--- src/include/host_if_pkg.sv ---
// constants of the reader host interface: register map, word layout,
// status bits, strap codes and watermark tables.
// assumes nothing of its surroundings.
package host_if_pkg;
    localparam int FIFO_DEPTH = 127;
    localparam int CNT_W = 7;

    // ----------------------------------------------------------------
    // register map
    // ----------------------------------------------------------------
    localparam logic [4:0] REG_IRQ_STATUS = 5'h0C;
    localparam logic [4:0] REG_COLL_MASK = 5'h0D;
    localparam logic [4:0] REG_WATERMARK = 5'h14;
    localparam logic [4:0] REG_FIFO_OCC = 5'h1C;
    localparam logic [4:0] REG_TX_LEN_HI = 5'h1D;
    localparam logic [4:0] REG_TX_LEN_LO = 5'h1E;
    localparam logic [4:0] REG_FIFO_DATA = 5'h1F;
    localparam logic [4:0] CMD_FIFO_RESET = 5'h0F;

    // ----------------------------------------------------------------
    // host word layout and status bits
    // ----------------------------------------------------------------
    localparam int WB_CMD = 7;
    localparam int WB_READ = 6;
    localparam int WB_CONT = 5;
    localparam int IRQ_TX = 7;
    localparam int IRQ_RX = 6;
    localparam int IRQ_FIFO = 5;
    localparam int IRQ_CRC = 4;
    localparam int IRQ_FRAME = 2;
    localparam int OCC_WM = 7;

    // ----------------------------------------------------------------
    // pins and straps
    // ----------------------------------------------------------------
    localparam int PIN_MOSI = 7;
    localparam int PIN_MISO = 6;
    localparam int PIN_SS = 4;
    localparam int PIN_START = 7;
    localparam logic [2:0] STRAP_SPI_SS = 3'h6;
    localparam logic [2:0] STRAP_SPI_NOSS = 3'h4;
    localparam logic [2:0] BIT_LAST = 3'h7;

    // ----------------------------------------------------------------
    // watermark tables, 7 bits per entry, entry 0 is the reset choice
    // ----------------------------------------------------------------
    localparam logic [7:0] WATERMARK_RESET = 8'h00;
    localparam int WM_RX_LSB = 2;
    localparam int WM_TX_LSB = 0;
    localparam logic [27:0] RX_LEVELS = {7'h60, 7'h70, 7'h78, 7'h7C};
    localparam logic [27:0] TX_LEVELS = {7'h20, 7'h10, 7'h08, 7'h04};

    typedef enum logic [1:0] {MODE_PAR, MODE_SPI_SS, MODE_SPI_NOSS} mode_e;
    typedef enum logic [1:0] {PH_ADDR, PH_DATA, PH_IGNORE} phase_e;
endpackage

--- src/hw/fifo_ring.sv ---
// circular byte store with occupancy count and synchronous clear.
// assumes one clock; writes to a full store and reads of an empty one
// are refused through the ready and valid terms.
module fifo_ring (
    input wire logic clk_i,
    input wire logic srst_i,
    input wire logic clear_i,
    input wire logic wr_valid_i,
    input wire logic [7:0] wr_data_i,
    output logic wr_ready_o,
    output logic rd_valid_o,
    input wire logic rd_ready_i,
    output logic [7:0] rd_data_o,
    output logic [host_if_pkg::CNT_W-1:0] count_o
);
    localparam logic [6:0] LAST = 7'(host_if_pkg::FIFO_DEPTH - 1);
    localparam logic [6:0] FULL = 7'(host_if_pkg::FIFO_DEPTH);

    logic [7:0] mem [host_if_pkg::FIFO_DEPTH];
    logic [6:0] wr_ptr;
    logic [6:0] rd_ptr;
    logic do_wr;
    logic do_rd;

    assign wr_ready_o = count_o != FULL;
    assign rd_valid_o = count_o != 7'h00;
    assign do_wr = wr_valid_i & wr_ready_o;
    assign do_rd = rd_ready_i & rd_valid_o;
    assign rd_data_o = mem[rd_ptr];

    always_ff @(posedge clk_i) begin
        if (do_wr) begin
            mem[wr_ptr] <= wr_data_i;
        end
    end

    // locations wrap from the last slot back to zero
    always_ff @(posedge clk_i) begin
        if (srst_i || clear_i) begin
            wr_ptr <= 7'h00;
            rd_ptr <= 7'h00;
        end else begin
            if (do_wr) begin
                wr_ptr <= (wr_ptr == LAST) ? 7'h00 : wr_ptr + 7'h01;
            end
            if (do_rd) begin
                rd_ptr <= (rd_ptr == LAST) ? 7'h00 : rd_ptr + 7'h01;
            end
        end
    end

    always_ff @(posedge clk_i) begin
        if (srst_i || clear_i) begin
            count_o <= 7'h00;
        end else if (do_wr && !do_rd) begin
            count_o <= count_o + 7'h01;
        end else if (do_rd && !do_wr) begin
            count_o <= count_o - 7'h01;
        end
    end
endmodule // fifo_ring

--- src/hw/host_fifo_interface.sv ---
// host side of the reader: parallel and serial framing, register file
// and the transmit/receive byte store.
// assumes data_clk_i and io_i come from the host, unsynchronised, and
// the protocol engine runs on clk_i.

// Summary of operation
// - 127-byte circular store at 0x1F
// - command 0x0F empties store, zeroes count
// - 0x1C low seven bits give occupancy
// - 12-bit byte count plus 4-bit remainder
// - watch almost-empty on transmit, almost-full receive
// - watermark crossing from 0x14 sets flag
// - data7 rising, clock high: start, reset
// - data7 falling, clock high: simple stop
// - rise then fall, clock low: continuous stop
// - receive start-of-frame sets status bit 6
// - short frame: complete only; long: level too
// - receive errors set framing or CRC flag
// - length bytes split into nibbles
// - first stored byte starts transmission
// - transmit start sets bit 7, end interrupts
// - straps sampled once choose interface mode
// - word: command, read, continuous, code
// - continuous mode increments address per byte, except at 0x1F
// - slave select high holds serial reset
module host_fifo_interface (
    input wire logic clk_i,
    input wire logic srst_i,
    input wire logic data_clk_i,
    input wire logic [7:0] io_i,
    output logic [7:0] io_o,
    output logic [7:0] io_oe_o,
    output logic irq_o,
    output logic [4:0] cmd_o,
    output logic cmd_valid_o,
    output logic [7:0] tx_byte_o,
    output logic tx_valid_o,
    input wire logic tx_ready_i,
    output logic tx_start_o,
    output logic [11:0] tx_len_o,
    output logic [3:0] tx_bits_o,
    input wire logic tx_done_i,
    input wire logic [7:0] rx_byte_i,
    input wire logic rx_valid_i,
    output logic rx_ready_o,
    input wire logic rx_sof_i,
    input wire logic rx_end_i,
    input wire logic rx_frame_err_i,
    input wire logic rx_crc_err_i
);
    // ----------------------------------------------------------------
    // pin synchronisers and edges
    // ----------------------------------------------------------------
    logic [8:0] pin_meta;
    logic [8:0] pin_sync;
    logic [8:0] pin_last;
    always_ff @(posedge clk_i) begin
        pin_meta <= {data_clk_i, io_i};
        pin_sync <= pin_meta;
        pin_last <= pin_sync;
    end

    logic clk_hi;
    logic clk_lo;
    logic clk_rise;
    logic clk_fall;
    logic d7_rise;
    logic d7_fall;
    assign clk_hi = pin_sync[8] & pin_last[8];
    assign clk_lo = ~pin_sync[8] & ~pin_last[8];
    assign clk_rise = pin_sync[8] & ~pin_last[8];
    assign clk_fall = ~pin_sync[8] & pin_last[8];
    assign d7_rise = pin_sync[host_if_pkg::PIN_START] & ~pin_last[host_if_pkg::PIN_START];
    assign d7_fall = ~pin_sync[host_if_pkg::PIN_START] & pin_last[host_if_pkg::PIN_START];

    // ----------------------------------------------------------------
    // interface mode from straps
    // ----------------------------------------------------------------
    host_if_pkg::mode_e mode;
    logic strap_done;
    always_ff @(posedge clk_i) begin
        if (srst_i) begin
            strap_done <= 1'b0;
            mode <= host_if_pkg::MODE_PAR;
        end else if (!strap_done) begin
            strap_done <= 1'b1;
            case (pin_sync[2:0])
                host_if_pkg::STRAP_SPI_SS: mode <= host_if_pkg::MODE_SPI_SS;
                host_if_pkg::STRAP_SPI_NOSS: mode <= host_if_pkg::MODE_SPI_NOSS;
                default: mode <= host_if_pkg::MODE_PAR;
            endcase
        end
    end

    // ----------------------------------------------------------------
    // framing conditions
    // ----------------------------------------------------------------
    logic use_ss;
    logic serial;
    logic ss_n;
    logic ss_rise;
    logic start_cond;
    logic simple_stop;
    logic cont_armed;
    logic continuous_stop;
    logic frame_end;
    logic frame_reset;
    logic active;
    assign use_ss = mode == host_if_pkg::MODE_SPI_SS;
    assign serial = mode != host_if_pkg::MODE_PAR;
    assign ss_n = pin_sync[host_if_pkg::PIN_SS];
    assign ss_rise = use_ss & ss_n & ~pin_last[host_if_pkg::PIN_SS];
    assign start_cond = strap_done & ~use_ss & clk_hi & d7_rise;
    assign simple_stop = strap_done & ~use_ss & clk_hi & d7_fall;
    assign continuous_stop = ~use_ss & cont_armed & clk_lo & d7_fall;
    assign frame_end = simple_stop | continuous_stop | ss_rise;
    assign frame_reset = start_cond | frame_end | (use_ss & ss_n);

    // a rise while the clock is low arms the continuous stop
    always_ff @(posedge clk_i) begin
        if (srst_i || !clk_lo) begin
            cont_armed <= 1'b0;
        end else if (d7_rise) begin
            cont_armed <= 1'b1;
        end
    end

    always_ff @(posedge clk_i) begin
        if (srst_i) begin
            active <= 1'b0;
        end else if (use_ss) begin
            active <= ~ss_n & strap_done;
        end else if (start_cond) begin
            active <= 1'b1;
        end else if (frame_end) begin
            active <= 1'b0;
        end
    end

    // ----------------------------------------------------------------
    // byte assembly: serial on falling clock, parallel on rising
    // ----------------------------------------------------------------
    logic [6:0] in_sh;
    logic [2:0] bit_cnt;
    logic byte_stb;
    logic [7:0] byte_val;
    assign byte_stb = active & !frame_reset &
        (serial ? (clk_fall & bit_cnt == host_if_pkg::BIT_LAST) : clk_rise);
    assign byte_val = serial ? {in_sh, pin_sync[host_if_pkg::PIN_MOSI]} : pin_sync[7:0];

    always_ff @(posedge clk_i) begin
        if (srst_i || frame_reset) begin
            bit_cnt <= 3'h0;
            in_sh <= 7'h00;
        end else if (active && serial && clk_fall) begin
            bit_cnt <= bit_cnt + 3'h1;
            in_sh <= {in_sh[5:0], pin_sync[host_if_pkg::PIN_MOSI]};
        end
    end

    // ----------------------------------------------------------------
    // word decoding and address sequencing
    // ----------------------------------------------------------------
    host_if_pkg::phase_e phase;
    logic [4:0] addr;
    logic rd_mode;
    logic cont;
    logic [4:0] addr_adv;
    logic [4:0] rd_addr;
    logic read_stb;
    logic write_stb;
    logic is_cmd;
    // the data port keeps its address so a stream fills the store
    assign addr_adv = (addr == host_if_pkg::REG_FIFO_DATA) ? addr : addr + 5'h01;
    assign is_cmd = byte_val[host_if_pkg::WB_CMD];
    assign rd_addr = (phase == host_if_pkg::PH_ADDR) ? byte_val[4:0] : addr_adv;
    assign read_stb = byte_stb & ((phase == host_if_pkg::PH_ADDR & ~is_cmd &
        byte_val[host_if_pkg::WB_READ]) | (phase == host_if_pkg::PH_DATA & rd_mode & cont));
    assign write_stb = byte_stb & phase == host_if_pkg::PH_DATA & ~rd_mode;

    always_ff @(posedge clk_i) begin
        if (srst_i || frame_reset) begin
            phase <= host_if_pkg::PH_ADDR;
            addr <= 5'h00;
            rd_mode <= 1'b0;
            cont <= 1'b0;
        end else if (byte_stb) begin
            case (phase)
                host_if_pkg::PH_ADDR: begin
                    if (!is_cmd) begin
                        phase <= host_if_pkg::PH_DATA;
                        addr <= byte_val[4:0];
                        rd_mode <= byte_val[host_if_pkg::WB_READ];
                        cont <= byte_val[host_if_pkg::WB_CONT];
                    end
                end
                host_if_pkg::PH_DATA: begin
                    if (cont) begin
                        addr <= addr_adv;
                    end else begin
                        phase <= host_if_pkg::PH_IGNORE;
                    end
                end
                default: phase <= host_if_pkg::PH_IGNORE;
            endcase
        end
    end

    logic fifo_clear;
    assign fifo_clear = byte_stb & phase == host_if_pkg::PH_ADDR & is_cmd &
        byte_val[4:0] == host_if_pkg::CMD_FIFO_RESET;

    always_ff @(posedge clk_i) begin
        if (srst_i) begin
            cmd_valid_o <= 1'b0;
            cmd_o <= 5'h00;
        end else begin
            cmd_valid_o <= byte_stb & phase == host_if_pkg::PH_ADDR & is_cmd;
            if (byte_stb && phase == host_if_pkg::PH_ADDR && is_cmd) begin
                cmd_o <= byte_val[4:0];
            end
        end
    end

    // ----------------------------------------------------------------
    // byte store and its two users
    // ----------------------------------------------------------------
    logic f_wr_ready;
    logic f_rd_valid;
    logic f_rd_ready;
    logic [7:0] f_rd_data;
    logic [host_if_pkg::CNT_W-1:0] f_count;
    logic host_push;
    logic host_pop;
    logic rx_active;
    logic tx_active;
    assign host_push = write_stb & addr == host_if_pkg::REG_FIFO_DATA;
    assign host_pop = read_stb & rd_addr == host_if_pkg::REG_FIFO_DATA & f_rd_valid;
    assign rx_ready_o = rx_active & ~host_push & f_wr_ready;
    assign tx_valid_o = tx_active & f_rd_valid & ~host_pop;
    assign tx_byte_o = f_rd_data;
    assign f_rd_ready = host_pop | (tx_valid_o & tx_ready_i);

    fifo_ring store (
        .clk_i(clk_i),
        .srst_i(srst_i),
        .clear_i(fifo_clear),
        .wr_valid_i(host_push | (rx_active & rx_valid_i)),
        .wr_data_i(host_push ? byte_val : rx_byte_i),
        .wr_ready_o(f_wr_ready),
        .rd_valid_o(f_rd_valid),
        .rd_ready_i(f_rd_ready),
        .rd_data_o(f_rd_data),
        .count_o(f_count)
    );

    // ----------------------------------------------------------------
    // registers
    // ----------------------------------------------------------------
    logic [7:0] irq_status;
    logic [7:0] coll_mask;
    logic [7:0] watermark;
    logic [7:0] tx_len_hi;
    logic [7:0] tx_len_lo;
    logic tx_armed;

    always_ff @(posedge clk_i) begin
        if (srst_i) begin
            coll_mask <= 8'h00;
            watermark <= host_if_pkg::WATERMARK_RESET;
            tx_len_hi <= 8'h00;
            tx_len_lo <= 8'h00;
        end else if (write_stb) begin
            case (addr)
                host_if_pkg::REG_COLL_MASK: coll_mask <= byte_val;
                host_if_pkg::REG_WATERMARK: watermark <= byte_val;
                host_if_pkg::REG_TX_LEN_HI: tx_len_hi <= byte_val;
                host_if_pkg::REG_TX_LEN_LO: tx_len_lo <= byte_val;
                default: ;
            endcase
        end
    end
    assign tx_len_o = {tx_len_hi, tx_len_lo[7:4]};
    assign tx_bits_o = tx_len_lo[3:0];

    // ----------------------------------------------------------------
    // transmit and receive activity
    // ----------------------------------------------------------------
    logic tx_go;
    assign tx_go = host_push & tx_armed & ~tx_active;
    always_ff @(posedge clk_i) begin
        if (srst_i) begin
            tx_armed <= 1'b0;
            tx_active <= 1'b0;
            tx_start_o <= 1'b0;
            rx_active <= 1'b0;
        end else begin
            tx_start_o <= tx_go;
            if (write_stb && addr == host_if_pkg::REG_TX_LEN_LO) begin
                tx_armed <= 1'b1;
            end else if (tx_go) begin
                tx_armed <= 1'b0;
            end
            if (tx_go) begin
                tx_active <= 1'b1;
            end else if (tx_done_i) begin
                tx_active <= 1'b0;
            end
            if (rx_sof_i) begin
                rx_active <= 1'b1;
            end else if (rx_end_i) begin
                rx_active <= 1'b0;
            end
        end
    end

    // almost-empty while sending, almost-full while receiving
    logic [6:0] rx_level;
    logic [6:0] tx_level;
    logic wm_hit;
    logic wm_last;
    assign rx_level = RX_SLICE(watermark[host_if_pkg::WM_RX_LSB +: 2]);
    assign tx_level = TX_SLICE(watermark[host_if_pkg::WM_TX_LSB +: 2]);
    assign wm_hit = tx_active ? (f_count <= tx_level) :
        (rx_active & f_count >= rx_level);

    function automatic logic [6:0] RX_SLICE(input logic [1:0] sel);
        return host_if_pkg::RX_LEVELS[7 * sel +: 7];
    endfunction
    function automatic logic [6:0] TX_SLICE(input logic [1:0] sel);
        return host_if_pkg::TX_LEVELS[7 * sel +: 7];
    endfunction

    always_ff @(posedge clk_i) begin
        if (srst_i) begin
            wm_last <= 1'b0;
        end else begin
            wm_last <= wm_hit;
        end
    end

    // ----------------------------------------------------------------
    // status flags; a set in the clearing cycle survives
    // ----------------------------------------------------------------
    logic clr_pend;
    logic clr_now;
    logic [7:0] sets;
    always_comb begin
        sets = 8'h00;
        sets[host_if_pkg::IRQ_TX] = tx_go | tx_done_i;
        sets[host_if_pkg::IRQ_RX] = rx_sof_i | rx_end_i;
        sets[host_if_pkg::IRQ_FIFO] = wm_hit & ~wm_last;
        sets[host_if_pkg::IRQ_CRC] = rx_crc_err_i;
        sets[host_if_pkg::IRQ_FRAME] = rx_frame_err_i;
    end

    // the clear lands one byte after the status read, or at the stop
    assign clr_now = clr_pend & (byte_stb | frame_end);
    always_ff @(posedge clk_i) begin
        if (srst_i) begin
            clr_pend <= 1'b0;
        end else if (read_stb && rd_addr == host_if_pkg::REG_IRQ_STATUS) begin
            clr_pend <= 1'b1;
        end else if (clr_now) begin
            clr_pend <= 1'b0;
        end
    end

    always_ff @(posedge clk_i) begin
        if (srst_i) begin
            irq_status <= 8'h00;
        end else begin
            irq_status <= (clr_now ? 8'h00 : irq_status) | sets;
        end
    end

    // start flags stay quiet on the pin until their operation ends
    assign irq_o = |(irq_status & ~{tx_active, rx_active, 6'h00});

    // ----------------------------------------------------------------
    // read data path
    // ----------------------------------------------------------------
    logic [7:0] rd_val;
    logic [7:0] out_sh;
    always_comb begin
        case (rd_addr)
            host_if_pkg::REG_IRQ_STATUS: rd_val = irq_status;
            host_if_pkg::REG_COLL_MASK: rd_val = coll_mask;
            host_if_pkg::REG_WATERMARK: rd_val = watermark;
            host_if_pkg::REG_FIFO_OCC: rd_val = {wm_hit, f_count};
            host_if_pkg::REG_TX_LEN_HI: rd_val = tx_len_hi;
            host_if_pkg::REG_TX_LEN_LO: rd_val = tx_len_lo;
            host_if_pkg::REG_FIFO_DATA: rd_val = f_rd_valid ? f_rd_data : 8'h00;
            default: rd_val = 8'h00;
        endcase
    end

    always_ff @(posedge clk_i) begin
        if (srst_i || frame_reset) begin
            out_sh <= 8'h00;
        end else if (read_stb) begin
            out_sh <= rd_val;
        end else if (active && serial && clk_fall) begin
            out_sh <= {out_sh[6:0], 1'b0};
        end
    end

    // parallel reads drive the bus only while the clock is low
    logic reading;
    assign reading = active & rd_mode & phase == host_if_pkg::PH_DATA;
    always_comb begin
        io_o = 8'h00;
        io_oe_o = 8'h00;
        if (serial) begin
            io_o[host_if_pkg::PIN_MISO] = out_sh[7];
            io_oe_o[host_if_pkg::PIN_MISO] = reading;
        end else if (reading && clk_lo) begin
            io_o = out_sh;
            io_oe_o = 8'hFF;
        end
    end
endmodule // host_fifo_interface

--- config.mk ---
export PLATFORM = sky130hd
export DESIGN_NAME = host_fifo_interface
export DESIGN_NICKNAME = d
export VERILOG_FILES = /design/src/include/host_if_pkg.sv /design/src/hw/fifo_ring.sv /design/src/hw/host_fifo_interface.sv
export SDC_FILE = /design/constraint.sdc
export NUM_CORES = 1
export LEC_CHECK = 0
export BUFFER_PORTS_ARGS = -buffer_cell sky130_fd_sc_hd__buf_2
export CORE_MARGIN = 3
export CORE_UTILIZATION = 43
export DETAILED_ROUTE_END_ITERATION = 7
export PLACE_DENSITY = 0.64
export RECOVER_POWER = 25
export SETUP_SLACK_MARGIN = 0.1
export SYNTH_ARGS = -nofsm -noshare
export SYNTH_HDL_FRONTEND = slang
export SYNTH_SLANG_ARGS = --single-unit
export TNS_END_PERCENT = 20
--- constraint.sdc ---
create_clock -name clk_i -period 7 [get_ports clk_i]
set_input_delay 0.35 -clock clk_i [delete_from_list [all_inputs] [get_ports clk_i]]
set_output_delay 0.35 -clock clk_i [all_outputs]
set_load 0.01 [all_outputs]
Word-level counts from Yosys, hierarchy flattened
Memory sizes are Yosys's and may differ from the RTL's. A register that Yosys moved wholly into a read port is not among the register bits.
Cells that the tools add are included.
{"block": "op_classes", "addsub": 6, "n_mul": 2, "order_cmp": 2, "eq_ne": 24, "n_shift": 2, "n_mux": 46, "bitwise_logic": 73, "n_reduce_logical": 35}
{"operator": "two-way mux 8 bit", "count": 8}
{"operator": "case mux 8 bit (7 select lines)", "count": 1}
{"operator": "indexed part select 28 x 6 -> 7 bit (first input constant)", "count": 2}
{"operator": "bitwise AND 1 bit", "count": 47}
{"operator": "== test 5 bit (second input constant)", "count": 9}
{"operator": "two-way mux 7 bit", "count": 6}
{"operator": "adder 7 x 1 -> 7 bit (second input constant)", "count": 3}
{"operator": "== test 5 x 4 -> 1 bit (second input constant)", "count": 4}
{"operator": "two-way mux 1 bit", "count": 20}
{"operator": "two-way mux 5 bit", "count": 4}
{"operator": "nonzero test 2 bit", "count": 8}
{"operator": "== test 7 bit (second input constant)", "count": 2}
{"operator": "NOT 1 bit", "count": 13}
{"operator": "two-way mux 6 bit", "count": 2}
{"operator": "multiplier 3 x 2 -> 5 bit (first input constant)", "count": 2}
{"operator": "bitwise OR 1 bit", "count": 10}
{"operator": "case mux 5 bit (2 select lines)", "count": 1}
{"operator": "== test 3 bit (second input constant)", "count": 3}
{"operator": "logical AND 1 bit", "count": 9}
{"operator": "bitwise AND 8 bit", "count": 1}
{"operator": "NOT 8 bit", "count": 1}
{"operator": "bitwise OR 8 bit", "count": 1}
{"operator": "case mux 2 bit (2 select lines)", "count": 2}
{"operator": "AND reduction 2 bit", "count": 4}
{"operator": "other kinds (17)", "count": 27}
{"block": "totals", "ff_bits": 132, "ramBits": 1016, "in_bits": 26, "output_inout_bits": 50, "wordCells": 221, "n_memories": 1}
{"memory": "store.mem", "depth": 127, "word_bits": 8, "read_ports": 1, "rd_clocked_by_memory_dff": 1, "write_ports": 1, "line_no": "fifo_ring.sv:19", "text": "logic [7:0] mem [host_if_pkg::FIFO_DEPTH];"}

Depth between registers and ports, before layout
Gate-level depths: netlist of run 1.
{"block": "logic_depth", "ltp_word": 23, "mapped_depth": 20, "depth_no_buf": 18}

Modules after synthesis
A second synthesis of run 1 with hierarchy kept.
{"block": "unflattened", "cells_unflattened": 2531, "hier_area_um2": 45885.3}
{"module": "fifo_ring", "n_inst": 1, "cells_per_inst": 1939, "area_each_um2": 40695.3, "seq_area_each_um2": 31069.8}
{"module": "host_fifo_interface", "n_inst": 1, "cells_per_inst": 592, "area_each_um2": 5190.0, "seq_area_each_um2": 2042.0}

Least setup slack after synthesis of run 1
No wires, ideal clock.
{"block": "synth_timing", "kind": "register to register", "start": "reg addr[1]", "end": "mem store.mem[0][4], data pin", "setup_ps": 1190, "t_arrival_ps": 6469, "t_required_ps": 5810, "setup_slack_ps": -659, "stages_incl_launch_ff": 8, "n_path_buf": 2, "synth_period_minus_slack_ps": 7659, "cell_sequence": "dfxtp_1 > ha_1 > buf_2 > nand4_1 > nor3_1 > nand4_1 > clkbuf_1 > o21ai_0"}
{"block": "synth_via", "elab_chain_cells": 3}
{"element": "start: declaration", "line_no": "host_fifo_interface.sv:165", "text": "logic [4:0] addr;"}
{"element": "start signal: assignment", "line_no": "host_fifo_interface.sv:192", "text": "addr <= byte_val[4:0];"}
{"element": "start signal: assignment", "line_no": "host_fifo_interface.sv:199", "text": "addr <= addr_adv;"}
{"element": "== test 5 bit", "line_no": "host_fifo_interface.sv:237", "text": "assign host_push = write_stb & addr == host_if_pkg::REG_FIFO_DATA;"}
{"element": "bitwise AND 1 bit", "line_no": "host_fifo_interface.sv:237"}
{"element": "two-way mux 8 bit", "line_no": "host_fifo_interface.sv:249", "text": ".wr_data_i(host_push ? byte_val : rx_byte_i),"}
{"element": "via store.wr_data_i[4]", "line_no": "fifo_ring.sv:9", "text": "input wire logic [7:0] wr_data_i,"}
{"element": "end: declaration", "line_no": "fifo_ring.sv:19"}
The timed path passes the listed nets, and every way through them passes these cells.

Worst setup path after layout of run 1
{"block": "layout_timing", "start": "reg mode[0]", "end": "mem store.mem[28][3], data pin"}
{"block": "layout_via", "elab_chain_cells": 16, "elab_cells_between_ends": 25, "classes_between": "eq/ne: 1; mux: 3; bitwise: 19; reduce/logical: 2"}
{"element": "start: declaration", "line_no": "host_fifo_interface.sv:79", "text": "host_if_pkg::mode_e mode;"}
{"element": "start signal: assignment", "line_no": "host_fifo_interface.sv:84", "text": "mode <= host_if_pkg::MODE_PAR;"}
{"element": "start signal: assignment", "line_no": "host_fifo_interface.sv:88", "text": "host_if_pkg::STRAP_SPI_SS: mode <= host_if_pkg::MODE_SPI_SS;"}
{"element": "start signal: assignment", "line_no": "host_fifo_interface.sv:89", "text": "host_if_pkg::STRAP_SPI_NOSS: mode <= host_if_pkg::MODE_SPI_NOSS;"}
{"element": "== test 2 x 1 -> 1 bit", "line_no": "host_fifo_interface.sv:109", "text": "assign use_ss = mode == host_if_pkg::MODE_SPI_SS;"}
{"element": "NOT 1 bit", "line_no": "host_fifo_interface.sv:113, host_fifo_interface.sv:114, host_fifo_interface.sv:115"}
{"element": "bitwise AND 1 bit, on equally long branches (2 in a row)", "line_no": "host_fifo_interface.sv:113, host_fifo_interface.sv:114, host_fifo_interface.sv:115"}
{"element": "bitwise AND 1 bit, on equally long branches", "line_no": "host_fifo_interface.sv:114, host_fifo_interface.sv:115"}
{"element": "bitwise OR 1 bit (2 in a row)", "line_no": "host_fifo_interface.sv:116", "text": "assign frame_end = simple_stop | continuous_stop | ss_rise;"}
{"element": "bitwise OR 1 bit (2 in a row)", "line_no": "host_fifo_interface.sv:117", "text": "assign frame_reset = start_cond | frame_end | (use_ss & ss_n);"}
{"element": "logical NOT 1 bit", "line_no": "host_fifo_interface.sv:147", "text": "assign byte_stb = active & !frame_reset &"}
{"element": "bitwise AND 1 bit (2 in a row)", "line_no": "host_fifo_interface.sv:147"}
{"element": "bitwise AND 1 bit (2 in a row)", "line_no": "host_fifo_interface.sv:179", "text": "assign write_stb = byte_stb & phase == host_if_pkg::PH_DATA & ~rd_mode;"}
{"element": "bitwise AND 1 bit", "line_no": "host_fifo_interface.sv:237"}
{"element": "two-way mux 8 bit (*)", "line_no": "host_fifo_interface.sv:249"}
{"element": "via store.wr_data_i[3]", "line_no": "fifo_ring.sv:9"}
Mark *: on every way through the listed nets, which the timed path passes. The rest lies on a longest branch.

==> results.md, run 1 <==
* CP required at 7390 ps
* Max clock buf depth at 3
* R2R Path End: store.mem[28][3]
* Sink Count at 1,146
* Hold endpoint: store.mem[112][1]
* Fill count at ~8,600
* # H-tree levels at 3
* Final Setup Violations at 0
* Ys Warns at 0
* Asr flop ratio synth at 0%
* Worst slew pin tran at ~3300 ps
* Depth of the most critical reg-to-reg path at 7
* Most frequent cells in the layout: edfxtp_1 (1,016), mux4_2 (242), nor2_1 (231)
* RSZ-0062 raised after global routing: no
* Placed Area at 47,900 µm²
* Worst ir drop on vdd at approximately 0.18 mV
* Maxcap violations at 12
* Worst Hold Launch: rx_byte_i[1]
* Nets at around 2,800
* Grt total ovfl at 0
* Post-route antenna net violation count at 0
* Cts repair resizes at 0
* Initial antenna violation count at 0
* Critical path startpoint category: register
* Element type at the critical path end: register
* Area grow syn2layout at 12.06%
* Post-synthesis area per instance at roughly 18 µm²
* WL final at 119.7 mm
* Worst setup slack after layout at around 1200 ps
* Core area at 105,900 µm²
* Worst R2R Start: mode[0]
* Final worst-path cycle share at 82.65%
* Core Rows at 119
* Area contributors post-synth: edfxtp_1 (66%), mux4_2 (12%), dfxtp_1 (5.6%)
* Mapped Area at roughly 46,000 µm²
* Clock insertion delay at the later pin of the skew report at 710 ps
* Tmin final at around 5800 ps
* Share of the synthesized area in the top cell type at ~66%
* Hold path depth at 3
* Violated checks: max-capacitance violations, max-slew violations
* Die W at around 330 µm
* Final Hold Fails at 0
* Die area at 111,400 µm²
* FF+latch count, synth at around 1,100
* Die Span Y at between 300 and 400 µm
* Worst hold slack at roughly 240 ps
* Mapped Nets at 2,685
* Yosys top cell by area: edfxtp_1
* Hold Path Class: in2reg
* Num CTS Buffers at 114
* Vias in the first global route at about 26,000
* Initial Util at a little over two fifths
* Crit path max fanout at between 70 and 80
* Slack of the worst reg-to-reg path at 1210 ps
* Layout cells sized above 1 at 19.40%
* Average wire per standard cell at 28.39 µm
* Final Instance Area at 51,750 µm²
* Final setup TNS at 0 ps
* Sequential share of the synthesized area at between 70% and 80%
* Detailed router's first-iteration violation count at between 3,000 and 4,000
* Final GP Congestion at 0.9093
* DR vias/cell at 6.077
* Clk_skew at 43.84 ps
* Largest net degree at the start of global routing at 87
* Power Density at 270.7 nW/µm²
* First-pass GRT wire length at 176.8 mm
* I/O pin total at 76
* HPWL Detailed at slightly below 80 mm
* Drt pass-1 iters at 5
* CTS tree: yes
* P_leak at 16.03 nW
* Worst endpoint data arrival time at 6180 ps
* Max-slew violation count at 645
* Detailed-route via count at between 20,000 and 30,000
* Slew Limit Headroom at -118.1%
* # port buffers at 75
* Clock-pin slew on the worst setup and hold paths at around 60 ps
* Crit Path Class: reg2reg
* Clock root cell: clkbuf_16
* Peak Freq at about 0.17 GHz
* EDFF count, synth at 1,016
* Outcome: complete, but fails checks
* GRT Resource Usage Total at 21.36%
* Residual DRC at 0
* Post-synth top flop: edfxtp_1
* Place WS at 2171 ps
* Mapped Cells at between 2,000 and 3,000
* Most common cell after layout, fill and taps aside: edfxtp_1
* Final core occ at 48.88%
* Distinct cells, synth at a little under 90
cell usage after synthesis, types with 17 or more instances:
| master | number |
|---|---|
| nor2b_1 | 17 |
| nand2_1 | 147 |
| edfxtp_1 | 1016 |
| dfxtp_1 | 130 |
| mux2i_1 | 114 |
| ha_1 | 24 |
| mux2_2 | 19 |
| clkbuf_1 | 74 |
| and3_1 | 17 |
| buf_4 | 22 |
| o22ai_1 | 18 |
| buf_6 | 21 |
| nand3_1 | 40 |
| a21oi_1 | 86 |
| mux4_2 | 242 |
| o21ai_0 | 48 |
| buf_2 | 27 |
| inv_1 | 24 |
| nor3_1 | 17 |
| o221ai_1 | 28 |
| nor2_1 | 231 |
state kept, by name, summed over array words and instances, names as in the netlist, 2 cells and up, named ones only:
| register | cells |
|---|---|
| addr | 5 |
| bit_cnt | 3 |
| cmd_o | 5 |
| coll_mask | 8 |
| in_sh | 7 |
| irq_status | 5 |
| mode | 2 |
| out_sh | 8 |
| phase | 2 |
| pin_last | 3 |
| pin_meta | 9 |
| pin_sync | 9 |
| store.count_o | 7 |
| store.mem | 1016 |
| store.rd_ptr | 7 |
| store.wr_ptr | 7 |
| tx_len_hi | 8 |
| tx_len_lo | 8 |
| watermark | 8 |
worst max-delay path, stage by stage (launching register included):
cell	delay [ps]
dfxtp_1	570
or2_0	540
a31o_2	280
and3_1	290
and3_1	520
nand2_1	130
nand2_1	2300
buf_4	800
cells by family after synthesis:
kind of cell,after synthesis,synth area share [%]
flip-flops,1146,71.70
AND/OR/NAND/NOR,579,5.853
multiplexers,375,14.74
AO/OA/AOI/OAI,311,4.595
buffers and inverters,185,2.170
adder cells (fa/ha/maj),25,0.6936
XOR/XNOR,13,0.2466
report_power, final:
group          switching, W  internal [W]
Combinational      0.000208     0.0000613
Clock               0.00262       0.00364
Sequential        0.0000210       0.00746
Total               0.00285        0.0112
routing by layer:
layer / up-vias / track usage [%] / wire length [µm]
met5: - / 0 / 0
met4: 0 / 7.781 / 4338
met3: 233 / 3.993 / 10550
met2: 1359 / 33.82 / 56380
met1: 13286 / 29.82 / 48430
li1: 10749 / - / -
through the flow:
stage	power (W)	instances
3_5_place_dp	0.007883	3990
4_1_cts	0.01409	4215
6_report	0.01401	4217
2_1_floorplan	0.007769	2634
3_3_place_gp	0.007872	3990
5_1_grt	0.01440	4216
repair_timing:
| action | 4_1_cts | 5_1_grt |
|---|---|---|
| hold buffers | 15 | 0 |
| hold endpoints to repair | 15 | 0 |
| endpoints found under the setup margin | 0 | 0 |
| setup buffers | 0 | 0 |
area by class of cell:
type | count | area [µm²] | area share, %
Timing Repair Buffer | 138 | 867.1 | 1.676
Clock inverter | 84 | 929.6 | 1.796
Clock buffer | 126 | 2919 | 5.641
Inverter | 28 | 105.1 | 0.2031
Sequential cell | 1146 | 33130 | 64.01
Multi-Input combinational cell | 1303 | 12060 | 23.30
Antenna cell | 1 | 2.502 | 0.004836
Tap cell | 1391 | 1740 | 3.363
how the worst max path moves through the flow:
stage               slack (ps)                to  cells past startpoint     start
finish                    1210  store.mem[28][3]                      7   mode[0]
global route               920  store.mem[25][3]                      7   mode[0]
CTS                       1820      tx_byte_o[0]                      9  register
detailed placement        2170  store.count_o[6]                     17   addr[0]
global placement          2130  store.count_o[6]                     17   addr[0]
floorplan                 -660   store.mem[0][4]                      7   addr[1]
(Power assumes the default switching activity.)
==> inputs of run 2 (changes only) <==
PLACE_DENSITY = 0.62   (was 0.64)
clock period = 5.4 ns   (was 7 ns; I/O delays follow)
==> results.md, run 2 (same netlist as run 1, synthesis figures left out) <==
* RSZ-0062 raised after global routing: no
* Detailed-route via count at around 25,000
* Logic gate share of total power at ~2.0%
* Crit path max fanout at 16
* Pint at about 0.014 W
* Hold Path Class: in2reg
* Num CTS Buffers at 113
* Peak Freq at approximately 0.20 GHz
* Power Density at 346.1 nW/µm²
* Clock root cell: clkbuf_16
* Worst slew pin tran at 2569 ps
* Die Span Y at 333.7 µm
* Final Instance Area at just over 50,000 µm²
* Sequential power share at 53.9%
* Tmin final at 4982 ps
* Critical path startpoint category: register
* Residual DRC at 0
* Slack of the worst reg-to-reg path at 420 ps
* Die area at 111,400 µm²
* Clock-pin slew on the worst setup and hold paths at 60 ps
* Core Rows at 119
* Worst endpoint data arrival time at 5240 ps
* Cts repair resizes at 0
* Max reg flops at 1,016
* Vias in the first global route at 25,390
* # port buffers at 75
* CTS tree: yes
* CP required at 5660 ps
* Max-slew violation count at 342
* Crit Path Class: reg2reg
* Final GP Congestion at 0.8917
* Drt pass-1 iters at 5
* Regs by FF count: store.mem: 1016 flops, pin_meta: 9 flops, pin_sync: 9 flops
* CP Launch Point: mode[1]
* Worst R2R Start: mode[1]
* Detailed router's first-iteration violation count at 2,663
* Crit path max-delay cell type: clkbuf_1
* I/O pin total at between 70 and 80
* Depth of the most critical reg-to-reg path at 9
* Initial Util at 43.62%
* Placed Area at 48,120 µm²
* Final worst-path cycle share at 92.26%
* GRT Resource Usage Total at 21.22%
* Clock insertion delay at the later pin of the skew report at 720 ps
* Sw Ratio at 20.38%
* Biggest register: store.mem
* Layout cells sized above 1 at between 10% and 20%
* Average wire per standard cell at between 20 and 30 µm
* P_leak at 16.12 nW
* Pwr Total at 0.01796 W
* Max clock buf depth at 3
* Area grow syn2layout at 12.38%
* Element type at the critical path end: register
* Clk_skew at 47.99 ps
* R2R Path End: store.mem[15][7]
* Core area at 105,900 µm²
* Clock power frac at 44.1%
* Worst ir drop on vdd at 0.2473 mV
* First-pass GRT wire length at 174.9 mm
* Most frequent cells in the layout: edfxtp_1 (1,016), mux4_2 (242), nor2_1 (231)
* Multi-input gate area at about 12,000 µm²
* Violated checks: max-capacitance violations, max-slew violations
* Outcome: complete, but fails checks
* Final Hold Fails at 0
* Slew Limit Headroom at -71.25%
* Final setup TNS at 0 ps
* Sink Count at between 1,000 and 1,500
* Initial antenna violation count at 0
* Nets at 2,800
* Maxcap violations at 5
* DR vias/cell at 6.002
* Final Setup Violations at 0
* CP Capture Point: store.mem[15][7]
* Largest net degree at the start of global routing at 128
* Die W at 333.7 µm
* Critical path, cell by cell: or2_0, a31o_2, nand4_1, clkbuf_1, a21oi_1, buf_4, nand4_1, clkbuf_1, nor2_1
* Fill count at 8,650
* Sw Pwr at 0.003660 W
* Reg area at 33,130 µm²
* Post-route antenna net violation count at 0
* Largest stage delay on the critical path at approximately 1400 ps
* Grt total ovfl at 0
* WL final at around 120 mm
* # H-tree levels at 3
* Most common cell after layout, fill and taps aside: edfxtp_1
* HPWL Detailed at 75.89 mm
[run 2: changes by cell type in the layout (fill, tap and decap cells not counted), sizes merged]
cell         before  now
inv              34   32
bufinv           17   14
clkinvlp         12    6
clkbuf          167  175
diode             1    2
dlygate4sd3      15   17
buf              82  102
clkinv           49   50
[run 2: routing by layer]
metal | track usage [%] | wire length, µm | vias to the layer above
li1 | - | - | 10787
met1 | 29.81 | 49380 | 13290
met2 | 33.56 | 56230 | 1129
met3 | 4.114 | 9247 | 230
met4 | 7.133 | 4008 | 0
met5 | 0 | 0 | -
[run 2: worst max-delay path, delay by kind of cell, from the launching register on]
kind | cells | cell delay (ps)
AOI/OAI and AO/OA | 2 | 560
and+or+nand+nor | 4 | 1320
buffers and inverters | 3 | 2230
DFF | 1 | 420
[run 2: final cells by class]
class,instances,share of cell area (%)
Sequential cell,1146,63.83
Multi-Input combinational cell,1303,23.32
Clock buffer,137,5.661
Tap cell,1391,3.354
Timing Repair Buffer,157,2.061
Clock inverter,74,1.557
Inverter,28,0.2025
Antenna cell,2,0.009644
[run 2: timing repair]
action	CTS	global route
hold buffers	17	0
setup buffers	0	0
hold endpoints to repair	27	0
[run 2: worst min path at each step]
stage	from	end	slack [ps]	cells after the start
CTS	tx_ready_i	register	30	4
global placement	pin_meta[5]	pin_sync[5]	310	0
detailed placement	pin_meta[5]	pin_sync[5]	310	0
floorplan	io_i[0]	pin_meta[0]	300	0
finish	tx_ready_i	register	80	4
global route	tx_ready_i	register	90	4
[run 2: power by group through the flow]
stage          registers [W]  logic, W  clock network (W)
2_1_floorplan        0.00988  0.000188                  0
5_1_grt              0.00968  0.000382            0.00839
3_3_place_gp         0.00987  0.000336                  0
6_report             0.00969  0.000352            0.00793
4_1_cts              0.00968  0.000359            0.00804
3_5_place_dp         0.00987  0.000349                  0
[run 2: metrics by stage]
stage	util, %	setup slack (ps)	instances	hold slack [ps]
after detailed placement	45.46	601.6	4008	314.3
after floorplan	-	-84.50	2634	297.7
after global placement	45.46	604.6	4008	314.9
after global routing	49.02	142.0	4236	89.28
final	49.02	418.2	4238	80.32
after CTS	49.15	556.5	4236	31.62
